$ cat config.mk
export PLATFORM = sky130hd
export DESIGN_NAME = fis_status_regs
export DESIGN_NICKNAME = d
export VERILOG_FILES = /design/src/fis_pkg.sv /design/src/fis_status_regs.sv
export SDC_FILE = /design/constraint.sdc
export NUM_CORES = 1
export LEC_CHECK = 0
export ABC_AREA = 1
export ABC_CLOCK_PERIOD_IN_PS = 950
export BUFFER_PORTS_ARGS = -buffer_cell sky130_fd_sc_hd__clkbuf_2
export CORE_MARGIN = 1.5
export CORE_UTILIZATION = 45
export CTS_BUF_LIST = sky130_fd_sc_hd__clkbuf_16
export DETAILED_ROUTE_END_ITERATION = 10
export HOLD_SLACK_MARGIN = 0.06
export PLACE_DENSITY = 0.73
export SYNTH_ARGS = -nofsm -noshare
export SYNTH_HDL_FRONTEND = slang
export SYNTH_SLANG_ARGS = --single-unit
$ cat constraint.sdc
create_clock -name i_core_clk -period 0.95 [get_ports i_core_clk]
set_input_delay 0.095 -clock i_core_clk [delete_from_list [all_inputs] [get_ports i_core_clk]]
set_output_delay 0.095 -clock i_core_clk [all_outputs]
set_load 0.02 [all_outputs]
$ cat src/fis_pkg.sv
// Package for the force indicator status register bank
package fis_pkg;
   // Status word bit positions, first word
   localparam int unsigned S1_REL_OVF = 0;
   localparam int unsigned S1_ABS_OVF = 1;
   localparam int unsigned S1_FLOW_OVF = 2;
   localparam int unsigned S1_ZERO_DISP = 3;
   localparam int unsigned S1_ZERO_ABS = 4;
   localparam int unsigned S1_ZERO_REL = 5;
   localparam int unsigned S1_MOTION = 7;
   localparam int unsigned S1_SHUNT = 8;
   localparam int unsigned S1_REL_PREC = 12;
   localparam int unsigned S1_ABS_PREC = 13;
   localparam int unsigned S1_CAL_EDIT = 15;
   // Status word bit positions, second word
   localparam int unsigned S2_RELAY1 = 0;
   localparam int unsigned S2_RELAY2 = 1;
   localparam int unsigned S2_BUS_ERR = 2;
   localparam int unsigned S2_OUT_MODE = 3;
   localparam int unsigned S2_PWR_FAIL = 4;
   localparam int unsigned S2_DIN1 = 7;
   localparam int unsigned S2_DIN2 = 8;
   localparam int unsigned S2_LEVEL1 = 9;
   localparam int unsigned S2_LEVEL2 = 10;
   localparam int unsigned S2_AOUT1_MODE = 11;
   localparam int unsigned S2_SP1_ACT = 12;
   localparam int unsigned S2_SP2_ACT = 13;
   localparam int unsigned S2_SP1_DONE = 14;
   localparam int unsigned S2_SP2_DONE = 15;
   // Register indices on the read port
   localparam logic [2:0] IDX_STATUS1 = 3'h0;
   localparam logic [2:0] IDX_STATUS2 = 3'h1;
   localparam logic [2:0] IDX_ABS_FORCE = 3'h2;
   localparam logic [2:0] IDX_REL_FORCE = 3'h3;
   localparam logic [2:0] IDX_ERR_CODE = 3'h4;
   // Reset values and limits
   localparam logic [15:0] WORD_RESET = 16'h0000;
   localparam logic [6:0] ERR_CODE_MAX = 7'h63;
   localparam logic [6:0] ERR_NONE = 7'h00;
   // Raw conditions of the measurement side
   typedef struct packed {
      logic rel_ovf;
      logic abs_ovf;
      logic flow_ovf;
      logic zero_disp;
      logic zero_abs;
      logic zero_rel;
      logic motion;
      logic shunt_on;
      logic rel_prec;
      logic abs_prec;
      logic cal_edit;
   } fis_meas_t;
   // Raw conditions of the I/O side
   typedef struct packed {
      logic relay1;
      logic relay2;
      logic bus_err;
      logic out_volt;
      logic din1;
      logic din2;
      logic level1;
      logic level2;
      logic aout1_volt;
      logic sp1_act;
      logic sp2_act;
      logic sp1_done;
      logic sp2_done;
   } fis_io_t;
   // Register read request from the link side
   typedef struct packed {
      logic valid;
      logic holding;
      logic [2:0] index;
   } fis_rd_req_t;
endpackage

$ cat src/fis_status_regs.sv
// Status and force register bank of the force indicator
// Contract
// - First word bit 0 set when relative force integer does not fit.
// - First word bit 1 set when absolute force integer overflows.
// - First word bit 2 set when flow rate integer overflows.
// - Bits 3,4,5 flag good zero of displayed, absolute, relative force.
// - First word bit 8 is one while shunt resistor is connected.
// - Bits 12 and 13 flag relative and absolute force beyond six digits.
// - Second word bits 0 and 1 follow relays 1 and 2.
// - Second word bit 2 is set while an I/O bus error exists.
// - Second word bit 3 shows output mode, one meaning voltage.
// - Power failure bit reads set once, then a function 03 read clears it.
// - Second word bits 7 and 8 follow digital inputs 1 and 2.
// - Second word bits 9 and 10 show force above levels 1 and 2.
// - Second word bit 11 shows analogue output 1 mode.
// - Bits 12,13 setpoints active; bits 14,15 setpoint cycles done.
// - With shunt connected, force registers carry the shunt test value.
// - Error code register holds zero or a fault code up to 99.
module fis_status_regs (
   input wire logic i_core_clk,
   input wire logic i_rst_b,
   input wire fis_pkg::fis_meas_t i_meas,
   input wire fis_pkg::fis_io_t i_io,
   input wire logic i_pwr_fail,
   input wire logic [15:0] i_abs_force,
   input wire logic [15:0] i_rel_force,
   input wire logic [15:0] i_shunt_value,
   input wire logic [6:0] i_err_code,
   input wire fis_pkg::fis_rd_req_t i_rd,
   output logic o_rd_valid,
   output logic [15:0] o_rd_data,
   output logic o_rd_error
);

   logic [15:0] status1;
   logic [15:0] status2;
   logic pwr_fail;
   logic [6:0] err_code;
   logic [15:0] abs_force;
   logic [15:0] rel_force;
   logic clear_pf;
   logic [15:0] next_rd_data;
   logic next_rd_error;

   // Index match, shared by read decode and power flag clear
   function automatic logic idx_is(input logic [2:0] idx, input logic [2:0] want);
      return idx == want;
   endfunction

   // First status word, rebuilt every cycle from live conditions
   always_ff @(posedge i_core_clk)
   begin
      if (!i_rst_b)
      begin
         status1 <= fis_pkg::WORD_RESET;
      end
      else
      begin
         status1 <= fis_pkg::WORD_RESET;
         status1[fis_pkg::S1_REL_OVF] <= i_meas.rel_ovf;
         status1[fis_pkg::S1_ABS_OVF] <= i_meas.abs_ovf;
         status1[fis_pkg::S1_FLOW_OVF] <= i_meas.flow_ovf;
         status1[fis_pkg::S1_ZERO_DISP] <= i_meas.zero_disp;
         status1[fis_pkg::S1_ZERO_ABS] <= i_meas.zero_abs;
         status1[fis_pkg::S1_ZERO_REL] <= i_meas.zero_rel;
         status1[fis_pkg::S1_MOTION] <= i_meas.motion;
         status1[fis_pkg::S1_SHUNT] <= i_meas.shunt_on;
         status1[fis_pkg::S1_REL_PREC] <= i_meas.rel_prec;
         status1[fis_pkg::S1_ABS_PREC] <= i_meas.abs_prec;
         status1[fis_pkg::S1_CAL_EDIT] <= i_meas.cal_edit;
      end
   end

   // Second status word, power failure bit merged at read time
   always_ff @(posedge i_core_clk)
   begin
      if (!i_rst_b)
      begin
         status2 <= fis_pkg::WORD_RESET;
      end
      else
      begin
         status2 <= fis_pkg::WORD_RESET;
         status2[fis_pkg::S2_RELAY1] <= i_io.relay1;
         status2[fis_pkg::S2_RELAY2] <= i_io.relay2;
         status2[fis_pkg::S2_BUS_ERR] <= i_io.bus_err;
         status2[fis_pkg::S2_OUT_MODE] <= i_io.out_volt;
         status2[fis_pkg::S2_DIN1] <= i_io.din1;
         status2[fis_pkg::S2_DIN2] <= i_io.din2;
         status2[fis_pkg::S2_LEVEL1] <= i_io.level1;
         status2[fis_pkg::S2_LEVEL2] <= i_io.level2;
         status2[fis_pkg::S2_AOUT1_MODE] <= i_io.aout1_volt;
         status2[fis_pkg::S2_SP1_ACT] <= i_io.sp1_act;
         status2[fis_pkg::S2_SP2_ACT] <= i_io.sp2_act;
         status2[fis_pkg::S2_SP1_DONE] <= i_io.sp1_done;
         status2[fis_pkg::S2_SP2_DONE] <= i_io.sp2_done;
      end
   end

   // Only a holding-register read of the second word clears the flag
   assign clear_pf = i_rd.valid && i_rd.holding && idx_is(i_rd.index, fis_pkg::IDX_STATUS2);

   // Sticky power failure; a new failure in the clearing cycle wins
   always_ff @(posedge i_core_clk)
   begin
      if (!i_rst_b)
      begin
         pwr_fail <= 1'b0;
      end
      else if (i_pwr_fail)
      begin
         pwr_fail <= 1'b1;
      end
      else if (clear_pf)
      begin
         pwr_fail <= 1'b0;
      end
   end

   // Force values, swapped for the shunt test value while shunt is on
   always_ff @(posedge i_core_clk)
   begin
      if (!i_rst_b)
      begin
         abs_force <= fis_pkg::WORD_RESET;
         rel_force <= fis_pkg::WORD_RESET;
      end
      else if (i_meas.shunt_on)
      begin
         abs_force <= i_shunt_value;
         rel_force <= i_shunt_value;
      end
      else
      begin
         abs_force <= i_abs_force;
         rel_force <= i_rel_force;
      end
   end

   // Error code; out-of-range codes are saturated to keep the range
   always_ff @(posedge i_core_clk)
   begin
      if (!i_rst_b)
      begin
         err_code <= fis_pkg::ERR_NONE;
      end
      else if (i_err_code > fis_pkg::ERR_CODE_MAX)
      begin
         err_code <= fis_pkg::ERR_CODE_MAX;
      end
      else
      begin
         err_code <= i_err_code;
      end
   end

   // Read decode; the reply carries the power flag before it clears
   always_comb
   begin
      next_rd_data = fis_pkg::WORD_RESET;
      next_rd_error = 1'b0;
      if (idx_is(i_rd.index, fis_pkg::IDX_STATUS1))
      begin
         next_rd_data = status1;
      end
      else if (idx_is(i_rd.index, fis_pkg::IDX_STATUS2))
      begin
         next_rd_data = status2;
         next_rd_data[fis_pkg::S2_PWR_FAIL] = pwr_fail;
      end
      else if (idx_is(i_rd.index, fis_pkg::IDX_ABS_FORCE))
      begin
         next_rd_data = abs_force;
      end
      else if (idx_is(i_rd.index, fis_pkg::IDX_REL_FORCE))
      begin
         next_rd_data = rel_force;
      end
      else if (idx_is(i_rd.index, fis_pkg::IDX_ERR_CODE))
      begin
         next_rd_data = {9'h000, err_code};
      end
      else
      begin
         next_rd_error = 1'b1;
      end
   end

   // Registered reply, one cycle after the request
   always_ff @(posedge i_core_clk)
   begin
      if (!i_rst_b)
      begin
         o_rd_valid <= 1'b0;
         o_rd_data <= fis_pkg::WORD_RESET;
         o_rd_error <= 1'b0;
      end
      else
      begin
         o_rd_valid <= i_rd.valid;
         o_rd_error <= i_rd.valid && next_rd_error;
         if (i_rd.valid)
         begin
            o_rd_data <= next_rd_data;
         end
      end
   end

   // Power flag reported then cleared by a holding read
   pwr_fail_clear_a: assert property (@(posedge i_core_clk) disable iff (!i_rst_b)
      pwr_fail && clear_pf && !i_pwr_fail |=> o_rd_data[fis_pkg::S2_PWR_FAIL] && !pwr_fail)
      else $error("power flag not reported or not cleared");

   // New failure beats the clear
   pwr_fail_set_a: assert property (@(posedge i_core_clk) disable iff (!i_rst_b)
      i_pwr_fail |=> pwr_fail)
      else $error("power failure not latched");

   // Relay 1 bit follows two cycles on at read
   relay_bit_a: assert property (@(posedge i_core_clk) disable iff (!i_rst_b)
      ##1 i_rd.valid && idx_is(i_rd.index, fis_pkg::IDX_STATUS2)
      |=> o_rd_data[fis_pkg::S2_RELAY1] == $past(i_io.relay1, 2))
      else $error("relay bit mismatch");

   // Overflow flag of absolute force
   abs_ovf_a: assert property (@(posedge i_core_clk) disable iff (!i_rst_b)
      i_meas.abs_ovf |=> status1[fis_pkg::S1_ABS_OVF])
      else $error("absolute overflow flag missing");

   // Shunt value substituted
   shunt_value_a: assert property (@(posedge i_core_clk) disable iff (!i_rst_b)
      i_meas.shunt_on |=> abs_force == $past(i_shunt_value) && rel_force == $past(i_shunt_value))
      else $error("shunt value not placed");

   // Reserved bits stay zero
   reserved_zero_a: assert property (@(posedge i_core_clk) disable iff (!i_rst_b)
      status2[6:5] == 2'h0 && status1[11:9] == 3'h0 && status1[6] == 1'b0 && status1[14] == 1'b0)
      else $error("reserved bit set");

   // Error code stays in range
   err_range_a: assert property (@(posedge i_core_clk) disable iff (!i_rst_b)
      err_code <= fis_pkg::ERR_CODE_MAX)
      else $error("error code out of range");

   // Shunt flag follows the condition and drops by itself
   shunt_flag_a: assert property (@(posedge i_core_clk) disable iff (!i_rst_b)
      !i_meas.shunt_on |=> !status1[fis_pkg::S1_SHUNT])
      else $error("shunt flag stuck");

   // Level 2 bit tracks
   level_bit_a: assert property (@(posedge i_core_clk) disable iff (!i_rst_b)
      i_io.level2 |=> status2[fis_pkg::S2_LEVEL2])
      else $error("level 2 flag missing");
endmodule

### After elaboration in Yosys (flattened, before gate mapping)

Cells that the tools add are included.

* order comparisons: 1
* eq/ne operators: 4
* multiplexer cells: 15
* bitwise operators: 1
* reductions and logical operators: 6

Operators by type and width (count)
* two-way mux 16 bit: 6
* two-way mux 7 bit: 2
* > comparator 7 bit (second input constant): 1
* two-way mux 1 bit: 7
* == test 3 x 2 -> 1 bit (second input constant): 2
* == test 3 x 1 -> 1 bit (second input constant): 1
* == test 3 bit (second input constant): 1
* logical AND 1 bit: 3
* zero test 3 bit: 1
* nonzero test 2 bit: 1
* OR reduction 2 bit: 1
* NOT 1 bit: 1

* flip-flop bits (word level): 90
* input bits: 87
* output and inout port bits: 18

### Logic depth before layout (Yosys ltp)

* depth in word-level cells: 7
* gate-level depth with buffers: 8

### Worst setup path after synthesis

No wires, ideal clock.

* path kind: input to register
* start: input i_rd[2] in the netlist's numbering
* end: register o_rd_data[15]
* data arrival time: 808 ps
* required time: 818 ps
* path slack: 10 ps
* cell stages on the path: 8
* path through: buf_4 inv_4 nand3_2 buf_4 nor2_1 nor2_1 nand2_1 a21oi_1

* word-level cells in the longest chain between the ends: 5
* elaborated cells on any way between the ends: 8
* classes of those cells: eq/ne: 3; mux: 4; reduce/logical: 1

Ends and longest elaborated chain
* start: declaration: RTL line fis_status_regs.sv:29 `input wire fis_pkg::fis_rd_req_t i_rd,`
* == test 3 x 2 -> 1 bit: RTL line fis_status_regs.sv:47 `return idx == want;`
* two-way mux 16 bit: RTL line fis_status_regs.sv:175 `else if (idx_is(i_rd.index, fis_pkg::IDX_REL_FORCE))`
* two-way mux 16 bit: RTL line fis_status_regs.sv:171 `else if (idx_is(i_rd.index, fis_pkg::IDX_ABS_FORCE))`
* two-way mux 16 bit: RTL line fis_status_regs.sv:166 `else if (idx_is(i_rd.index, fis_pkg::IDX_STATUS2))`
* two-way mux 16 bit (*): RTL line fis_status_regs.sv:162 `if (idx_is(i_rd.index, fis_pkg::IDX_STATUS1))`
* end signal: assignment: RTL line fis_status_regs.sv:195 `o_rd_data <= fis_pkg::WORD_RESET;`
* end signal: assignment: RTL line fis_status_regs.sv:204 `o_rd_data <= next_rd_data;`
* end: declaration: RTL line fis_status_regs.sv:31 `output logic [15:0] o_rd_data,`

Every way passes the cells marked *; elsewhere a longest branch is shown, timed or not.
A chain may end at the register's enable or synchronous reset.

### Final worst setup path

* start: register o_rd_data[13]
* end: output o_rd_data[13]

No word-level cell between the ends.

==> impl_metrics.py <==
metrics = {
    "setup_path": {
        "critPathTopFamily": "flip-flops",
        "r2r_cells": 4,
        "crit_path_start_kind": "register",
        "worst-path-buf-inv": 1,
        "path_cells": "buf_2",
        "r2r_end": "o_rd_data[12]",
        "crit-reg2reg-launch": "status1[12]",
        "rrSetupSlack_ns": 0.12,
        "crit_path_top_delay_cell": "dfxtp_1",
        "endpoint_kind": "output port",
        "path_depth": 1,
        "criticalPathCategory": "reg2out",
        "arrival_ns": 0.84,
        "required_ns": 0.85,
        "critPathCapture": "o_rd_data[13]",
        "slowest_delay_ns": 0.34,
        "crit_start": "o_rd_data[13]",
        "path_max_fanout": 2,
    },
    "sta": {
        "fin_hold_ws_ns": 0.0827,
        "worst_slew_pin_slew_ns": 0.266,
        "finalMaxSlewViolations": 0,
        "max_freq_mhz": 1070,
        "finalCritPeriodShare": 0.982,
        "worst_clock_skew_ns": 0.00539,
        "maxSlewHeadroom": 0.823,
        "final.min_clock_period_ns": 0.933,
        "hold_viol_final": 0,
        "setup_viol": 0,
        "fin_tns_setup_ns": 0,
        "rsz0062_at_grt": "false",
    },
    "synth": {
        "synth_top_area_share": 0.516,
        "synthFlopType": "dfxtp_1",
        "synth_common_cells": "nand2_1 (134), dfxtp_1 (82), a21oi_1 (46), inv_1 (39), nand3_1 (38)",
        "syn_inst": 433,
        "synthesis.area_sq_um": 3180,
        "synth-seq-cells": 82,
        "synthesis.nets": 520,
        "yosysTopAreaCell": "dfxtp_1",
        "avgSynthCellArea_sq_um": 7.35,
        "async_flop_share": 0,
        "synth_edf_count": 0,
        "ys_top_cells_by_area": "dfxtp_1 (52%), nand2_1 (16%), a21oi_1 (7.2%), nand3_1 (6.0%), inv_1 (4.6%)",
        "synthDistinctLibCells": 24,
        "synth-warning-count": 0,
        "synth.most_common_cell": "nand2_1",
        "yosysSeqAreaShare": 0.516,
    },
    "cts": {
        "cts_made_buffers": 9,
        "insertion_delay_ns": 0.33,
        "cts.sinks": 82,
        "cts_buffer_depth": 2,
        "tritoncts": "done",
        "root_buffer": "clkbuf_16",
        "cts-htree-levels": 3,
        "path_clk_slew_ns": 0.06,
    },
    "finish": {
        "diodes": 0,
        "layout.nets": 714,
        "area_growth_pct": 58.9,
        "final_layout_size_suffix_gt1_frac": 0.250,
    },
    "detailed_routing": {
        "ant_nets": 0,
        "wl_um": 9410,
        "dr.first_iter.drc_count": 147,
        "routedWlPerCell_um": 12.9,
        "num_vias": 3388,
        "route.detailed.drc": 0,
        "first_pass_iters": 4,
        "vias_per_cell": 4.66,
    },
    "grt": {
        "grt_pass1_vias": 3408,
        "grt_pass1_wl_um": 15400,
        "grt_start_max_net_pins": 37,
        "overflow": 0,
        "antenna_found_initial": 0,
        "track_usage": 0.263,
    },
    "hold_path": {
        "hp-class": "in2reg",
    },
    "floorplan": {
        "fp-row-count": 30,
        "die-height_um": 87.1,
        "initial_core_util": 0.466,
        "core-area_sq_um": 6830,
        "dieArea_sq_um": 7580,
        "die_w_um": 87.1,
        "ioPinCount": 105,
    },
    "placement": {
        "routabilityCongestion": 0.916,
        "dpl.hpwl_um": 5590,
        "portBuffers": 104,
    },
    "power": {
        "p_leak_nw": 2.56,
        "power_density_nw_per_um2": 1550,
        "ir_drop_mv": 1.07,
    },
    "run": {
        "drv_cap": 0,
    },
    "run_status": {
        "status": "finished clean",
    },
}
-- per-layer routing --
layer	vias up	GRT usage	share of wire
met5	-	0	0
met2	119	0.468	0.50
li1	1747	-	-
met1	1505	0.311	0.43
met3	17	0.0540	0.053
met4	0	0.0982	0.018
-- power by group --
group	internal [mW]	total (mW)	switching, mW
combinational	0.622	1.18	0.559
sequential	3.64	3.71	0.0704
clock	1.70	2.94	1.24
total	5.97	7.83	1.87
-- layout by cell type (no fill, tap or decap), types with 9 or more instances in the layout --
master / instances
buf_4: 25
a21oi_1: 46
o21ai_0: 16
nand2_1: 134
clkbuf_16: 9
inv_1: 39
dfxtp_1: 77
nor2_1: 32
dlygate4sd3_1: 79
nand3_1: 38
clkbuf_2: 89
-- through the flow --
stage	total power, mW	instance area, sq um	std cells	util	setup slack [ns]
after CTS	7.82	5040	727	0.737	0.00129
final	7.83	5060	727	0.740	0.0173
after global placement	4.64	3960	633	0.579	-0.0951
after detailed placement	4.66	3960	633	0.579	-0.102
after floorplan	4.24	3180	433	-	0.00957
after global routing	8.15	5060	727	0.740	0.00193
-- timing repair --
| item | 4_1_cts | 5_1_grt |
|---|---|---|
| hold buffers | 79 | 0 |
| setup buffers | 0 | 0 |
| setup endpoints to repair | 4 | 12 |
| hold endpoints to repair | 63 | 0 |
| resized for setup | 11 | 20 |
-- kinds of logic (layout without fill, tap and decap cells) --
group	after synthesis	in the layout	share of synthesized area
and+or+nand+nor	220	220	0.294
DFF	82	82	0.516
buffers and inverters	67	265	0.0897
AOI/OAI and AO/OA	64	64	0.101
-- worst min-delay path, cell delays in order --
cell and delay (ns):
clkbuf_2 0.16, nand2_1 0.09, inv_1 0.03
-- area by class of cell --
| class | instances | area, sq um |
|---|---|---|
| Clock buffer | 9 | 225 |
| Clock inverter | 6 | 25.0 |
| Fill cell | 519 | 1780 |
| Inverter | 43 | 164 |
| Multi-Input combinational cell | 284 | 1250 |
| Sequential cell | 82 | 1650 |
| Tap cell | 96 | 120 |
| Timing Repair Buffer | 207 | 1620 |
-- registers in the layout (all words and copies together), names as in the netlist --
register / flops
abs_force: 16
err_code: 7
o_rd_data: 16
o_rd_error: 1
o_rd_valid: 1
pwr_fail: 1
rel_force: 16
status1: 11
status2: 13
-- worst min path at each step --
stage	to	depth (start not counted)	slack, ns	startpoint
6_report	status2[7]	3	0.08	i_rst_b
5_1_grt	status2[7]	3	0.11	i_rst_b
4_1_cts	status2[7]	3	0.09	i_rst_b
3_5_place_dp	status1[15]	3	0.28	i_meas[0]
3_3_place_gp	status2[0]	3	0.28	i_io[12]
2_1_floorplan	err_code[5]	2	0.19	i_err_code[5]
Power figures use the tool's default switching activity.
